===== config.mk =====
export PLATFORM = sky130hd
export DESIGN_NAME = crosspoint_pulse_generator
export DESIGN_NICKNAME = d
export VERILOG_FILES = /design/src/logic/xp_gen_pkg.sv /design/src/logic/crosspoint_pulse_generator.sv
export SDC_FILE = /design/constraint.sdc
export NUM_CORES = 1
export LEC_CHECK = 0
export BUFFER_PORTS_ARGS = -buffer_cell sky130_fd_sc_hd__buf_2
export CORE_UTILIZATION = 42
export CTS_BUF_LIST = sky130_fd_sc_hd__clkbuf_8 sky130_fd_sc_hd__clkbuf_16
export DETAILED_ROUTE_END_ITERATION = 6
export PLACE_DENSITY_LB_ADDON = 0.08
export SETUP_SLACK_MARGIN = 0.02
export SLEW_MARGIN = 30
export SYNTH_ARGS = -nofsm -noshare
export SYNTH_HDL_FRONTEND = slang
export SYNTH_SLANG_ARGS = --single-unit

===== constraint.sdc =====
create_clock -name clk_in -period 2.73 [get_ports clk_in]
set_clock_uncertainty 0.1 [all_clocks]
set_input_delay 0.273 -clock clk_in [delete_from_list [all_inputs] [get_ports clk_in]]
set_output_delay 0.273 -clock clk_in [all_outputs]
set_load 0.05 [all_outputs]

===== src/logic/xp_gen_pkg.sv =====
/*
 * Constants for the crosspoint pulse generator: time pulse numbering,
 * widths of the counter cell group and of the write bus.
 * Assumes a one-hot twelve-step time pulse sequence from the timer.
 */
package xp_gen_pkg;
   localparam int TP_COUNT         = 12;  // Time pulses per memory cycle
   localparam int TP_ONE           = 0;   // Index of first time pulse
   localparam int TP_TWO           = 1;
   localparam int TP_THREE         = 2;
   localparam int TP_FOUR          = 3;
   localparam int TP_SEVEN         = 6;
   localparam int TP_TEN           = 9;
   localparam int TP_TWELVE        = 11;
   localparam int BUS_WIDTH        = 16;  // Write bus width
   localparam int LOW_BITS         = 10;  // Bits moved by the low-ten xp
   localparam int CELL_COUNT       = 20;  // Counter cells
   localparam logic [11:0] TP_RESET = 12'h000;
endpackage : xp_gen_pkg


===== src/logic/crosspoint_pulse_generator.sv =====
/*
 * Crosspoint pulse generator: ANDs command signals with one-hot time
 * pulses, sets counter-instruction flops and drives the control pulses
 * that move data between registers and memory. Also holds the write
 * bus copy, the memory address register and the memory buffer that
 * these pulses load, so that their effect can be seen at the ports.
 * Assumes all command inputs come from logic on clk_in, and that the
 * timer supplies one-hot time pulses in step with the memory cycle.
 * Assumes commands stay steady from one pulse twelve to the next, and
 * that clk_en_in is low only to freeze the whole block at once.
 */
// How it works
// - Counter flops set on time pulse two when the set gate is on.
// - Set gate needs next-sequence flop set and no peripheral busy.
// - A set counter flop stays set from pulse two through twelve.
// - At most one counter cell signal is active at a time.
// - Pulse-one counter pulses come from the counter command.
// - Each crosspoint is a command ANDed with its time pulse.
// - Conditional skip uses branch qualification on pulses seven, ten.
// - Low-ten crosspoint on pulse one for its listed command group.
// - Low-ten xp puts ten buffer bits on the bus and makes address write.
// - Address write pulse loads the write bus into the address register.
// - Fetch crosspoint on pulse two gives read, write unless suppressed.
// - Erasable address: write clears the buffer, central read held back.
// - Central register address: timing off, register copied to buffer.
// - Skip never reaches fixed memory: bits twelve and eleven stay off.
// - Conditional skip emits nothing on time pulses three and four.
// - Conditional skip loads erasable word into buffer on pulse four.
// - Some crosspoints are control pulses; others pass control gating.
`timescale 1ns/1ps
`default_nettype none
module crosspoint_pulse_generator #(
   parameter int BUS_W   = xp_gen_pkg::BUS_WIDTH,
   parameter int CELLS   = xp_gen_pkg::CELL_COUNT
) (
   // Clock, reset and enable
   input  wire logic               clk_in,
   input  wire logic               rst_in,
   input  wire logic               clk_en_in,
   // Timer
   input  wire logic               cycle_start_in,
   // Counter instruction control
   input  wire logic               next_seq_load_flop_in,
   input  wire logic               peripheral_busy_in,
   input  wire logic [CELLS-1:0]   cell_request_in,
   input  wire logic               counter_instr_cmd_in,
   // Commands
   input  wire logic               cond_skip_sub0_in,
   input  wire logic               skip_instr_cmd_in,
   input  wire logic               double_add_sub0_in,
   input  wire logic               double_add_sub1_in,
   input  wire logic               index_nine_cmd_in,
   input  wire logic               double_exchange_sub0_in,
   input  wire logic               interrupt_count_cmd_in,
   input  wire logic               io_cmd_in,
   input  wire logic               multiply_step_one_in,
   input  wire logic               multiply_step_three_in,
   input  wire logic               divide_step_zero_in,
   input  wire logic               index_fifteen_cmd_in,
   input  wire logic               divide_step_group_in,
   // Branch commands
   input  wire logic               branch_one_in,
   input  wire logic               branch_two_in,
   // Data path
   input  wire logic [BUS_W-1:0]   buffer_reg_in,
   input  wire logic [BUS_W-1:0]   central_reg_in,
   input  wire logic [BUS_W-1:0]   erasable_word_in,
   input  wire logic               central_addr_in,
   input  wire logic               erasable_addr_in,
   // Time pulse and crosspoint outputs
   output logic [11:0]             time_pulse_out,
   output logic [CELLS-1:0]        counter_flops_out,
   output logic                    counter_set_gate_out,
   output logic                    counter_t1_pulse_out,
   output logic                    low_ten_bits_xp_out,
   output logic                    addr_reg_write_pulse_out,
   output logic                    involuntary_fetch_xp_out,
   output logic                    central_reg_read_pulse_out,
   output logic                    membuf_write_pulse_out,
   output logic                    membuf_clear_out,
   output logic                    mem_timing_off_out,
   output logic [2:0]              skip_branch_xp_out,
   // Registers
   output logic [BUS_W-1:0]        write_bus_out,
   output logic [BUS_W-1:0]        addr_reg_out,
   output logic [BUS_W-1:0]        membuf_out
);

   // Elaboration checks: the bus must reach bits twelve and eleven
   if (BUS_W < 12) begin : g_bad_bus
      $error("crosspoint_pulse_generator: BUS_W below 12");
   end

   // At least one counter cell is needed for the set logic to mean anything
   if (CELLS < 1) begin : g_bad_cells
      $error("crosspoint_pulse_generator: CELLS below 1");
   end

   // The ring below is twelve bits wide and cannot follow another count
   if (xp_gen_pkg::TP_COUNT != 12) begin : g_bad_ring
      $error("crosspoint_pulse_generator: ring must have twelve pulses");
   end

   // Timing: the ring advances one pulse per enabled edge. Every output
   // but counter_set_gate_out is registered from the ring state, so a pulse shows one edge after
   // the ring reaches it, in the same cycle as its copy on time_pulse_out.
   // Commands must be settled by the edge that sees their pulse.
   // Limitation: the ring free-runs once started; there is no stop.

   // Time pulse ring state and run flag
   logic [11:0]      tp_q;
   logic             running_q;

   // Counter instruction terms
   logic [CELLS-1:0] cell_onehot;
   logic             cells_seen;
   logic             set_gate;
   logic             counter_t1_d;
   logic             counter_set_now;
   logic             counter_clear_now;

   // Crosspoint terms
   logic             low_ten_cmd;
   logic             fetch_inhibit;
   logic             low_ten_d;
   logic             fetch_d;
   logic             skip_quiet;
   logic [2:0]       skip_branch_d;

   // Data path terms
   logic [BUS_W-1:0] bus_d;
   logic             skip_load;
   logic             central_copy;
   logic             erasable_clear;

   // Lowest requesting cell wins, so only one cell is ever selected
   function automatic logic [CELLS-1:0] pick_one(
      input logic [CELLS-1:0] r
   );
      logic [CELLS-1:0] o;
      o = '0;
      for (int i = CELLS - 1; i >= 0; i--) begin
         if (r[i]) begin
            o    = '0;
            o[i] = 1'b1;
         end
      end
      return o;
   endfunction : pick_one

   // Test one time pulse of the ring; used by every crosspoint term
   function automatic logic at_tp(
      input logic [11:0] tp,
      input int          idx
   );
      return tp[idx];
   endfunction : at_tp

   // Time pulse ring; a start is only taken while the ring is idle
   always_ff @(posedge clk_in or posedge rst_in) begin
      if (rst_in) begin
         tp_q      <= xp_gen_pkg::TP_RESET;
         running_q <= 1'b0;
      end else if (clk_en_in) begin
         if (cycle_start_in && !running_q) begin
            tp_q      <= 12'h001;
            running_q <= 1'b1;
         end else if (running_q) begin
            tp_q <= {tp_q[10:0], tp_q[11]};
         end
      end
   end

   // Counter set gate and cell choice
   always_comb begin
      set_gate    = next_seq_load_flop_in &&
                    !peripheral_busy_in;
      cell_onehot = pick_one(cell_request_in);
      cells_seen  = |cell_onehot;
      // A flop is only written when a cell is actually asking
      counter_set_now   = at_tp(tp_q, xp_gen_pkg::TP_TWO) &&
                          set_gate && cells_seen;
      // Clearing on pulse one keeps the flops up through pulse twelve;
      // clearing on twelve itself would drop them one pulse too early
      counter_clear_now = at_tp(tp_q, xp_gen_pkg::TP_ONE);
      counter_t1_d      = at_tp(tp_q, xp_gen_pkg::TP_ONE) &&
                          counter_instr_cmd_in;
   end

   // Command groups for the first and second time pulses
   always_comb begin
      low_ten_cmd   = skip_instr_cmd_in || double_add_sub0_in ||
                      double_add_sub1_in || index_nine_cmd_in ||
                      double_exchange_sub0_in ||
                      interrupt_count_cmd_in || io_cmd_in;
      // These commands borrow pulse two for their own transfers
      fetch_inhibit = multiply_step_one_in || multiply_step_three_in ||
                      divide_step_zero_in || io_cmd_in ||
                      index_fifteen_cmd_in ||
                      divide_step_group_in;
   end

   // Crosspoints: a command ANDed with its time pulse
   always_comb begin
      low_ten_d  = at_tp(tp_q, xp_gen_pkg::TP_ONE) &&
                   low_ten_cmd;
      fetch_d    = at_tp(tp_q, xp_gen_pkg::TP_TWO) &&
                   !fetch_inhibit;
      // Skip is silent on three and four; kept as a guard, not a mux
      skip_quiet = cond_skip_sub0_in &&
                   (at_tp(tp_q, xp_gen_pkg::TP_THREE) ||
                    at_tp(tp_q, xp_gen_pkg::TP_FOUR));
   end

   // Branch-qualified skip crosspoints on pulses seven and ten
   always_comb begin
      skip_branch_d[0] = cond_skip_sub0_in &&
                         at_tp(tp_q, xp_gen_pkg::TP_SEVEN) &&
                         branch_two_in;
      skip_branch_d[1] = cond_skip_sub0_in &&
                         at_tp(tp_q, xp_gen_pkg::TP_SEVEN) &&
                         branch_one_in;
      skip_branch_d[2] = cond_skip_sub0_in &&
                         at_tp(tp_q, xp_gen_pkg::TP_TEN) &&
                         !branch_two_in;
   end

   // Data path selects
   always_comb begin
      // Only the low ten bits reach the bus; twelve and eleven stay zero
      bus_d = '0;
      if (low_ten_d) begin
         bus_d[xp_gen_pkg::LOW_BITS-1:0] =
            buffer_reg_in[xp_gen_pkg::LOW_BITS-1:0];
      end
      // A skip load on four never meets a fetch on two, so order is free
      skip_load      = cond_skip_sub0_in &&
                       at_tp(tp_q, xp_gen_pkg::TP_FOUR);
      central_copy   = fetch_d && central_addr_in;
      erasable_clear = fetch_d && erasable_addr_in;
   end

   // Counter-instruction flops and their companion pulses
   always_ff @(posedge clk_in or posedge rst_in) begin
      if (rst_in) begin
         counter_flops_out    <= '0;
         counter_set_gate_out <= 1'b0;
         counter_t1_pulse_out <= 1'b0;
      end else if (clk_en_in) begin
         counter_set_gate_out <= set_gate;
         counter_t1_pulse_out <= counter_t1_d;
         if (counter_set_now) begin
            counter_flops_out <= cell_onehot;
         end else if (counter_clear_now) begin
            counter_flops_out <= '0;
         end
      end
   end

   // Time pulse copy and first-pulse crosspoints
   always_ff @(posedge clk_in or posedge rst_in) begin
      if (rst_in) begin
         time_pulse_out           <= xp_gen_pkg::TP_RESET;
         low_ten_bits_xp_out      <= 1'b0;
         addr_reg_write_pulse_out <= 1'b0;
      end else if (clk_en_in) begin
         time_pulse_out           <= tp_q;
         // Used straight as a control pulse: no gating behind it
         low_ten_bits_xp_out      <= low_ten_d && !skip_quiet;
         addr_reg_write_pulse_out <= low_ten_d && !skip_quiet;
      end
   end

   // Involuntary fetch and the read and write pulses made from it
   always_ff @(posedge clk_in or posedge rst_in) begin
      if (rst_in) begin
         involuntary_fetch_xp_out   <= 1'b0;
         central_reg_read_pulse_out <= 1'b0;
         membuf_write_pulse_out     <= 1'b0;
         membuf_clear_out           <= 1'b0;
         mem_timing_off_out         <= 1'b0;
      end else if (clk_en_in) begin
         involuntary_fetch_xp_out   <= fetch_d && !skip_quiet;
         // An erasable address holds back the central read
         central_reg_read_pulse_out <= fetch_d &&
                                       !erasable_addr_in;
         membuf_write_pulse_out     <= fetch_d;
         membuf_clear_out           <= erasable_clear;
         mem_timing_off_out         <= central_copy;
      end
   end

   // Branch-qualified crosspoints; the branch encodings are local choices
   always_ff @(posedge clk_in or posedge rst_in) begin
      if (rst_in) begin
         skip_branch_xp_out <= 3'h0;
      end else if (clk_en_in) begin
         skip_branch_xp_out <= skip_branch_d;
      end
   end

   // Write bus: follows the transfer of the current pulse
   always_ff @(posedge clk_in or posedge rst_in) begin
      if (rst_in) begin
         write_bus_out <= '0;
      end else if (clk_en_in) begin
         write_bus_out <= bus_d;
      end
   end

   // Address register: loaded with the bus by the address write
   always_ff @(posedge clk_in or posedge rst_in) begin
      if (rst_in) begin
         addr_reg_out <= '0;
      end else if (clk_en_in) begin
         if (low_ten_d) begin
            addr_reg_out <= bus_d;
         end
      end
   end

   // Memory buffer: skip load, then central copy, then erasable clear
   always_ff @(posedge clk_in or posedge rst_in) begin
      if (rst_in) begin
         membuf_out <= '0;
      end else if (clk_en_in) begin
         if (skip_load) begin
            membuf_out <= erasable_word_in;
         end else if (central_copy) begin
            membuf_out <= central_reg_in;
         end else if (erasable_clear) begin
            membuf_out <= '0;
         end
      end
   end

endmodule : crosspoint_pulse_generator
`default_nettype wire


Word-level counts from Yosys, hierarchy flattened

Cells that the tools add are included.

Flip-flop bits (word level): 92
Word-level logic and storage cells: 90

Reductions and logical operators: 46
Mux-type cells: 28

Operators by type and width:

| operator            | number |
|---|---|
| 20-bit 2-to-1 mux   | 22 |
| 16-bit 2-to-1 mux   | 3 |
| 12-bit 2-to-1 mux   | 2 |
| 20-bit OR reduction | 1 |
| 1-bit logical AND   | 19 |
| 1-bit logical OR    | 12 |
| 10-bit 2-to-1 mux   | 1 |
| 2-bit AND reduction | 5 |
| 1-bit logical NOT   | 6 |
| 2-bit nonzero test  | 2 |
| 3-bit nonzero test  | 1 |

Longest topological paths before layout

Gate-level depths: netlist of the first run.

Word-level depth: 24
Depth in mapped cells: 6

Worst setup path after synthesis of the first run

OpenSTA, ideal clock, no wires.

Path kind: reg2reg
From: register tp_q[1]
To: register membuf_out[0]
Data required time: 2505 ps
Setup slack: 891 ps
Data arrival time: 1614 ps
Stages on the path, launching flop included: 6
Setup time: 125 ps
Cell sequence: dfrtp_1 nor3b_1 o211ai_1 a21boi_2 buf_4 mux2_2

Word-level cells in the longest chain between the ends: 4
Elaborated cells on any way between the ends: 7
Those cells by class: mux: 2; reduce/logical: 5

Ends and longest elaborated chain:

| what                                                                             | RTL line                                                             | source |
|---|---|---|
| start, declared                                                                  | crosspoint_pulse_generator.sv:111                                    | `logic [11:0] tp_q;` |
| start signal, assigned                                                           | crosspoint_pulse_generator.sv:162                                    | `tp_q <= xp_gen_pkg::TP_RESET;` |
| start signal, assigned                                                           | crosspoint_pulse_generator.sv:169                                    | `tp_q <= {tp_q[10:0], tp_q[11]};` |
| 1-bit logical AND (*)                                                            | crosspoint_pulse_generator.sv:207                                    | `fetch_d = at_tp(tp_q, xp_gen_pkg::TP_TWO) &&` |
| 1-bit logical AND, on equally long branches                                      | crosspoint_pulse_generator.sv:239, crosspoint_pulse_generator.sv:240 |  |
| 3-bit nonzero test (no source line) / 16-bit 2-to-1 mux (equally long branches)  | n/a                                                                  |  |
| 2-bit AND reduction (no source line) / 16-bit 2-to-1 mux (equally long branches) | n/a                                                                  |  |
| end signal, assigned                                                             | crosspoint_pulse_generator.sv:328                                    | `membuf_out <= erasable_word_in;` |
| end signal, assigned                                                             | crosspoint_pulse_generator.sv:330                                    | `membuf_out <= central_reg_in;` |
| end, declared                                                                    | crosspoint_pulse_generator.sv:86                                     | `output logic [BUS_W-1:0] membuf_out` |

Every way passes the cells marked *; elsewhere a longest branch is shown, timed or not.
A chain may end at the register's enable or synchronous reset.

Worst setup path after layout of the first run

From: register tp_q[1]
To: register membuf_out[9]

The elaborated chain is that of the path after synthesis.

==> run metrics, run 1 <==
status complete, no violations; Mean Syn Cell Area approximately 11 µm²; nets@finish roughly 630; worst path required time 2.86 ns; Mapped Cells about 370; Post-synth EDFFs 0; critical path, cell by cell nor3b_1, o211ai_1, a21boi_2, buf_4, mux2_2; clock latency reported for the late side of the worst-skew pair about 0.34 ns; R2R Setup Slk a little over 0.6 ns; antenna violations before repair 0; vias in the first global route roughly 3000; 1st-iter DRT viols between 100 and 150; hold path cells 3; Final WS setup 0.621 ns; Leak between 2 and 3 nW; Critical Path Max Stage Delay 0.47 ns; Max Freq 474 MHz; RSZ-0062 raised after global routing no; first-pass GRT wire length around 15000 µm; Yosys cell types 41; PortBufs approximately 170; # DRC 0; Die Area 0.0100 mm²; Hold Path End write_bus_out[8]; num ports roughly 180; critical path class register to register; Post-Place Worst Slack roughly 0.55 ns; Inserted Clock Buffers 9; register area between 0.002 and 0.0025 mm²; clock sink count roughly 90; post-synthesis sequential area ratio 0.570; Hold WS 0.0403 ns; dpl cells 654; critical path arrival 2.23 ns; pin slew with the least headroom to its limit 0.785 ns; H-Tree Depth 3; post-route clock period utilization 0.773; die height approximately 100 µm; R2R Path Start tp_q[1]; ys flop type dfrtp_1; yosys warns 0; GRT Util Overall 0.185; total gr overflow 0; Hold Violations, Final 0; setup tns final 0 ns; die extent in x between 100 and 150 µm; CTS tree done; DR vias/cell between 4 and 5; site row count 35; Post-DRT Antenna Nets 0; pin count of the biggest net entering global routing 58; vias approximately 3300; fin cells ~670; total wire length 9150 µm; hold_sp buffer_reg_in[8]; R2R cell count 5; Max-cap violations 0; Final Max Slew Viols 0; Rel. slew slack 0.476; Setup-failing EPs final 0; initial core utilization 0.435; clock root buffer clkbuf_8; Critical Path Start Type register; asr flop ratio synth 1.00; Max IR drop VDD 0.396 mV; RePlAce Congestion between 0.7 and 0.8; fraction of layout cells with a size suffix above 1 0.410; Clock Path Buffers 2; P per Cell Area 703 mW/mm²; P&R area growth vs syn 28.8%; crit path time final ~2.1 ns; Seq cells post-synth 92; routed length per instance between 10 and 15 µm; Multi-input gate area ~0.0015 mm²; hpwl dp approximately 6700 µm; TritonRoute pass-1 iters 6; r2r endpoint membuf_out[9]; fillers around 900; Worst path slowest cell nor3b_1; Core ar. around 0.0093 mm²; Clk pin slew, worst setup/hold paths 0.10 ns; Worst Setup End Kind register; synthesized area between 0.004 and 0.005 mm²; Crit Path Max Fanout 16; Tightest Hold Check Type input pin to register; diode count 0
[through the flow]
step	utilization	total power, mW	cell area (µm²)
2_1_floorplan	-	2.42	4080
3_3_place_gp	0.535	2.69	4970
3_5_place_dp	0.535	2.70	4970
4_1_cts	0.560	3.71	5200
5_1_grt	0.560	3.84	5200
6_report	0.560	3.66	5200
[synthesized netlist by cell type, types with 2 or more instances]
cell type  number  area, µm²
a22o_1         27        236
and2_1          4       25.0
and4b_1         2       20.0
buf_2           3       15.0
buf_4          14        105
clkbuf_1       15       56.3
dfrtp_1        92       2300
inv_1          36        135
mux2_2         27        304
nand2_1        37        139
nand3_1         8       40.0
nand3b_1        3       22.5
nand4_1         9       56.3
nand4b_1        5       43.8
nor2_1          8       30.0
nor2b_1         2       12.5
nor3_1          4       20.0
nor4_1          3       18.8
o21ai_0        31        155
o21ai_1        16       80.1
o22ai_1         5       31.3
or3_1           2       12.5
or3_4           2       22.5
[metal layers]
metal / share of wire / track usage / vias up / routed length [µm]
li1: - / - / 1618 / -
met1: 0.48 / 0.260 / 1521 / 4360
met2: 0.45 / 0.293 / 116 / 4130
met3: 0.061 / 0.0348 / 9 / 560
met4: 0.011 / 0.0569 / 0 / 103
met5: 0 / 0 / - / 0
[registers in the layout, summed over array words and instances, names as in the netlist]
name and count:
counter_t1_pulse_out 1, counter_flops_out 20, membuf_clear_out 1, counter_set_gate_out 1, membuf_out 16, time_pulse_out 12, membuf_write_pulse_out 1, involuntary_fetch_xp_out 1
tp_q 12, skip_branch_xp_out 3, write_bus_out 10, central_reg_read_pulse_out 1, mem_timing_off_out 1, running_q 1, addr_reg_write_pulse_out 1, addr_reg_out 10
[cell type report]
cell class	instances	share of cell area
flip-flops and latches	92	0.443
multi-input cells	223	0.281
repair buffers	175	0.176
well taps	129	0.0310
inverters	36	0.0267
clock buffers	9	0.0238
clock inverters	7	0.0188
[cell families (layout without fill, tap and decap cells)]
family | count (synthesis) | in the layout | synth area share
buffers and inverters | 69 | 227 | 0.0781
AND/OR/NAND/NOR | 94 | 94 | 0.129
multiplexers | 27 | 27 | 0.0753
flip-flops | 92 | 92 | 0.570
AO/OA/AOI/OAI | 90 | 90 | 0.147
other | 1 | 12 | 0.000929
[critical path, delay by kind of cell, from the launching register on]
family / cells / cell delay (ns)
buf+inv: 1 / 0.25
mux: 1 / 0.36
simple gates: 1 / 0.47
compound gates: 2 / 0.37
flops: 1 / 0.44
[worst max-delay path by stage]
stage / from / endpoint / slack, ns / cells after the start
2_1_floorplan: tp_q[1] / membuf_out[0] / 0.89 / 5
3_3_place_gp: io_cmd_in / membuf_out[4] / 0.62 / 5
3_5_place_dp: io_cmd_in / membuf_out[6] / 0.55 / 5
4_1_cts: tp_q[1] / membuf_out[6] / 0.57 / 4
5_1_grt: tp_q[1] / membuf_out[4] / 0.46 / 5
6_report: tp_q[1] / membuf_out[9] / 0.62 / 5
[power breakdown]
| group | internal, mW | switching (mW) | leakage [nW] |
|---|---|---|---|
| clock | 0.521 | 0.468 | 0.112 |
| combinational | 0.276 | 0.768 | 1.39 |
| sequential | 1.53 | 0.0987 | 1.23 |
[layout by cell type (no fill, tap or decap), types with 2 or more instances in the layout]
cell          n
o22ai_1       5
or3_4         2
and2_1        4
nor2b_1       2
o21ai_0      31
nor3_1        4
o21ai_1      16
clkbuf_8      9
buf_2       165
buf_4         8
a22o_1       27
and4b_1       2
inv_6         2
nand2_1      37
nand4b_1      5
nand3_1       8
mux2_2       27
or3_1         2
dfrtp_1      92
bufinv_16     2
conb_1       12
nor2_1        8
clkinvlp_4    2
inv_1        36
nand3b_1      3
nand4_1       9
nor4_1        3
[repair_timing]
action | in CTS | in global routing
hold buffers | 1 | 0
resized for setup | 0 | 0
setup buffers | 0 | 0
hold endpoints to repair | 35 | 0
(Power assumes the default switching activity.)
==> run 2, diff against run 1 <==
ABC_AREA = 1   (was unset)
CORE_UTILIZATION = 43   (was 42)
clock period = 1.7 ns   (was 2.73 ns; I/O delays follow)
==> run metrics, run 2 <==
status complete, no violations; Yosys cell types 31; Core Util, Final 0.626; setup tns final 0 ns; Sequential Power Share 0.440; TritonRoute pass-1 iters 4; DR vias/cell between 4 and 5; Die Area approximately 0.010 mm²; worst path required time 1.89 ns; synthesized area ~0.0043 mm²; fraction of layout cells with a size suffix above 1 0.326; Max Freq slightly above 600 MHz; vias between 4000 and 5000; nets@finish about 850; largest registers counter_flops_out x20, membuf_out x16; Post-DRT Antenna Nets 0; # DRC 0; dominant cells by area after synthesis dfrtp_1, nand2_1, nand3_1, inv_1, o2111ai_1; clock root buffer clkbuf_8; routed length per instance about 13 µm; site row count 36; ys flop type dfrtp_1; H-Tree Depth 3; Switching Share 0.389; xor and xnor area share after synthesis 0; die height 102 µm; critical path, cell by cell inv_2, nor2_4, nand2_2, nor4_4, buf_6, nand2_4, nand3_4, buf_6, o2111ai_1, nand2_1; Hold WS roughly 0.018 ns; leading cell type in the layout, fill and taps excluded nand2_1; Seq cells post-synth 92; Hold Violations, Final 0; Synth Area in Adders 0; largest family of logic cells by synthesized area simple AND/OR/NAND/NOR gates; Post-synth EDFFs 0; fraction of the mapped netlist area in compound gates 0.0747; yosys warns 0; 1st-iter DRT viols roughly 130; Multi-input gate area about 0.0017 mm²; Core ar. ~0.01 mm²; CTS tree done; critical path class register to register; total wire length between 10000 and 15000 µm; Setup-failing EPs final 0; fillers a little over 900; clock sink count 92; register area approximately 0.0023 mm²; Leak 3.60 nW; RSZ-0062 raised after global routing yes; initial core utilization 0.444; Clock Path Buffers 2; P&R area growth vs syn 41.1%; Final Max Slew Viols 0; Combinational Power Share 0.323; first-pass GRT wire length between 15000 and 20000 µm; top-area cell type share of the netlist area 0.531; crit path time final about 1.6 ns; Clock Power Share 0.237; Worst Setup End Kind register; Inserted Clock Buffers 9; commonest cells after routing, fill and taps aside nand2_1, buf_2, dfrtp_1; top cells by count, synth nand2_1, dfrtp_1, nand3_1; total gr overflow 0; Critical Path Start Type register; Mapped Cells ~530; Worst path most repeated cell buf_6; placed inst area about 0.0055 mm²; PortBufs around 170; die extent in x slightly above 100 µm; Clk pin slew, worst setup/hold paths 0.09 ns; hpwl dp ~8400 µm; num ports 184; largest register by flop count counter_flops_out; post-synthesis sequential area ratio 0.531; max reg flops 20; Max IR drop VDD between 0.7 and 0.8 mV; mux contribution to synthesized area 0; critical path arrival between 1.5 and 2 ns; Crit Path Max Fanout 7; Rel. slew slack 0.660; pin count of the biggest net entering global routing 93; post-route clock period utilization 0.954; Worst path slowest cell dfrtp_1; P per Cell Area about 960 mW/mm²; antenna violations before repair 0; asr flop ratio synth 1.00; clock latency reported for the late side of the worst-skew pair 0.35 ns; Synth area leader dfrtp_1; Tightest Hold Check Type input pin to register; GRT Util Overall 0.230; Critical Path Max Stage Delay between 0.3 and 0.4 ns; RePlAce Congestion between 0.8 and 0.9; Max-cap violations 0; Mean Syn Cell Area roughly 8.2 µm²; most frequent cell after synthesis nand2_1; fin area 0.00612 mm²; total power draw between 5 and 6 mW; vias in the first global route about 4000; internal power between 3 and 4 mW; Post-Synth Simple-Gate Area 0.302; pin slew with the least headroom to its limit around 0.51 ns; diode count 0; Switch Pwr 2.29 mW
[run 2: cell count changes after synthesis, moves of 6 or more]
| cell | delta |
|---|---|
| a22o_1 | -26 |
| inv_1 | +6 |
| mux2_2 | -27 |
| nand2_1 | +175 |
| nand3_1 | +38 |
| nand4_1 | -8 |
| nor2_1 | +24 |
| o2111ai_1 | +18 |
| o21ai_0 | -20 |
| o21ai_1 | -16 |
| o22ai_1 | +6 |
[run 2: final cells by class]
class,instances,area share
Clock buffer,12,0.0270
Clock inverter,3,0.00348
Tap cell,133,0.0272
Timing Repair Buffer,244,0.253
Multi-Input combinational cell,368,0.284
Inverter,45,0.0286
Sequential cell,92,0.376
[run 2: path summary, 6_finish.rpt]
| path | startpoint | cells past startpoint | slack (ns) | end |
|---|---|---|---|---|
| setup / recovery | tp_q[1] | 10 | 0.08 | membuf_out[12] |
| hold / removal | erasable_word_in[15] | 3 | 0.02 | membuf_out[15] |
| setup reg to reg | tp_q[1] | 10 | 0.08 | membuf_out[12] |
| hold reg to reg | time_pulse_out[9] | 2 | 0.37 | time_pulse_out[9] |
| max in group asynchronous | rst_in | 4 | 0.72 | counter_flops_out[11] |
| min in group asynchronous | rst_in | 4 | 0.37 | time_pulse_out[8] |
[run 2: metrics by stage]
step           cells  setup WS, ns
2_1_floorplan    542        0.0158
3_3_place_gp     847        -0.106
3_5_place_dp     847        -0.166
4_1_cts          896       -0.0242
5_1_grt          897       -0.0333
6_report         897        0.0786
[run 2: power groups by stage]
stage          sequential (mW)  combinational (mW)  clock, mW
3_5_place_dp              2.63                1.81          0
5_1_grt                   2.62                2.03       1.53
3_3_place_gp              2.62                1.79          0
2_1_floorplan             3.39               0.526          0
4_1_cts                   2.59                1.90       1.45
6_report                  2.59                1.90       1.39
[run 2: cell families after synthesis]
kind of cell    count (synthesis)
compound gates                 47
buf+inv                        82
flops                          92
other cells                     1
simple gates                  309
[run 2: timing repair]
| action | CTS | global route |
|---|---|---|
| pin swaps | 7 | 7 |
| endpoints found under the setup margin | 16 | 38 |
| gates resized for setup | 8 | 10 |
| setup buffers | 4 | 1 |
| hold buffers | 31 | 1 |
| hold endpoints to repair | 132 | 1 |
[run 2: critical path: cells and delay by family, from the launching register on]
| family | cells | cell delay (ns) |
|---|---|---|
| AO/OA/AOI/OAI | 1 | 0.09 |
| buffers and inverters | 3 | 0.38 |
| flip-flops | 1 | 0.37 |
| AND/OR/NAND/NOR | 6 | 0.61 |
[run 2: layer usage]
| metal | GRT usage | up-vias | part of all wire |
|---|---|---|---|
| met5 | 0 | - | 0 |
| met4 | 0.0703 | 0 | 0.011 |
| met3 | 0.0588 | 12 | 0.056 |
| met2 | 0.391 | 127 | 0.50 |
| met1 | 0.289 | 2019 | 0.44 |
| li1 | - | 2136 | - |
==> run 3, diff against run 2 <==
ABC_AREA = unset   (was 1)
CORE_UTILIZATION = 44   (was 43)
CTS_BUF_LIST = sky130_fd_sc_hd__clkbuf_8   (was sky130_fd_sc_hd__clkbuf_8 sky130_fd_sc_hd__clkbuf_16)
==> run metrics, run 3 (synthesis results as in run 1) <==
status complete, but fails checks; failing checks DRC; Worst Setup End Kind register; commonest cells after routing, fill and taps aside buf_2, dfrtp_1, inv_1, nand2_1, o21ai_0; Tightest Hold Check Type input pin to register; Hold Violations, Final 0; post-route clock period utilization 0.962; Inserted Clock Buffers 9; first-pass GRT wire length 16200 µm; Max-cap violations 0; GRT Util Overall 0.212; pin count of the biggest net entering global routing 49; die extent in x about 98 µm; critical path, cell by cell nor3b_4, o211ai_1, a21boi_2, buf_12, mux2_2; num ports 184; vias ~3400; largest register by flop count counter_flops_out; total gr overflow 0; total power draw between 5 and 6 mW; Setup-failing EPs final 0; worst path required time about 1.8 ns; Max IR drop VDD 0.575 mV; clock root buffer clkbuf_8; Leak roughly 2.9 nW; leading cell type in the layout, fill and taps excluded buf_2; Clock Path Buffers 2; RSZ-0062 raised after global routing yes; P per Cell Area between 1000 and 1500 mW/mm²; site row count 34; P&R area growth vs syn 38.3%; Crit Path Max Fanout 16; RePlAce Congestion ~0.79; Critical Path Max Stage Delay 0.37 ns; Final WS setup 0.0649 ns; crit path time final 1.64 ns; DR vias/cell 4.92; diode count 0; Max Freq a little over 600 MHz; Die Area 0.00956 mm²; Post-DRT Antenna Nets 0; TritonRoute pass-1 iters 6; CTS tree done; fraction of layout cells with a size suffix above 1 0.403; antenna violations before repair 0; max reg flops 20; routed length per instance between 10 and 15 µm; hpwl dp approximately 7000 µm; Rel. slew slack 0.586; nets@finish about 670; # DRC 34; Core ar. between 0.008 and 0.009 mm²; Final Max Slew Viols 0; clock latency reported for the late side of the worst-skew pair roughly 0.34 ns; Post-Place Worst Slack -0.207 ns; critical path class register to register; largest registers counter_flops_out x20, membuf_out x16; die height between 90 and 100 µm; clock sink count 92; Critical Path Start Type register; Post-CTS Setup Bufs 0; pin slew with the least headroom to its limit just over 0.6 ns; critical path arrival 1.76 ns; Clk pin slew, worst setup/hold paths 0.09 ns; vias in the first global route ~3300; total wire length 9680 µm; Hold WS ~0.020 ns; initial core utilization 0.458; H-Tree Depth 3; 1st-iter DRT viols about 150; Worst path slowest cell dfrtp_1; PortBufs around 170
[run 3: worst max-delay path: cells and delay by family, from the launching register on]
family / cells / cell delay [ns]
flip-flops: 1 / 0.37
AND/OR/NAND/NOR: 1 / 0.22
buffers and inverters: 1 / 0.17
multiplexers: 1 / 0.34
AO/OA/AOI/OAI: 2 / 0.32
[run 3: repair_timing]
| action | CTS | global route |
|---|---|---|
| hold buffers | 29 | 0 |
| endpoints found under the setup margin | 0 | 16 |
| endpoints found under the hold margin | 55 | 0 |
| gates resized for setup | 0 | 2 |
[run 3: metrics by stage]
step                      std cells  setup TNS (ns)  utilization  area (µm²)
after detailed placement        647           -5.06        0.578        5090
after CTS                       691               0        0.633        5570
after global placement          647           -3.72        0.578        5090
after floorplan                 384          -0.288            -        4090
final                           691               0        0.634        5580
after global routing            691               0        0.634        5580
[run 3: metal layers]
layer,up-vias,track usage,wire length (µm)
li1,1705,-,-
met1,1570,0.285,4380
met2,112,0.346,4540
met3,12,0.0422,635
met4,0,0.0711,134
met5,-,0,0
[run 3: area by class of cell]
class	count	area, µm²
Clock buffer	10	138
Sequential cell	92	2300
Fill cell	740	3220
Tap cell	108	135
Clock inverter	5	53.8
Inverter	36	139
Multi-Input combinational cell	223	1480
Timing Repair Buffer	217	1340
[run 3: final timing paths]
check | startpoint | endpoint | slack [ns] | depth (start not counted)
hold reg to reg | running_q | running_q | 0.38 | 1
max in group asynchronous | rst_in | time_pulse_out[2] | 0.63 | 4
setup / recovery | tp_q[1] | membuf_out[7] | 0.06 | 5
min in group asynchronous | rst_in | addr_reg_out[0] | 0.28 | 3
hold / removal | cell_request_in[1] | counter_flops_out[1] | 0.02 | 3
setup reg to reg | tp_q[1] | membuf_out[7] | 0.06 | 5
[run 3: power breakdown]
group,switching [mW],internal (mW)
Combinational,1.27,0.519
Sequential,0.146,2.45
Clock,0.732,0.708
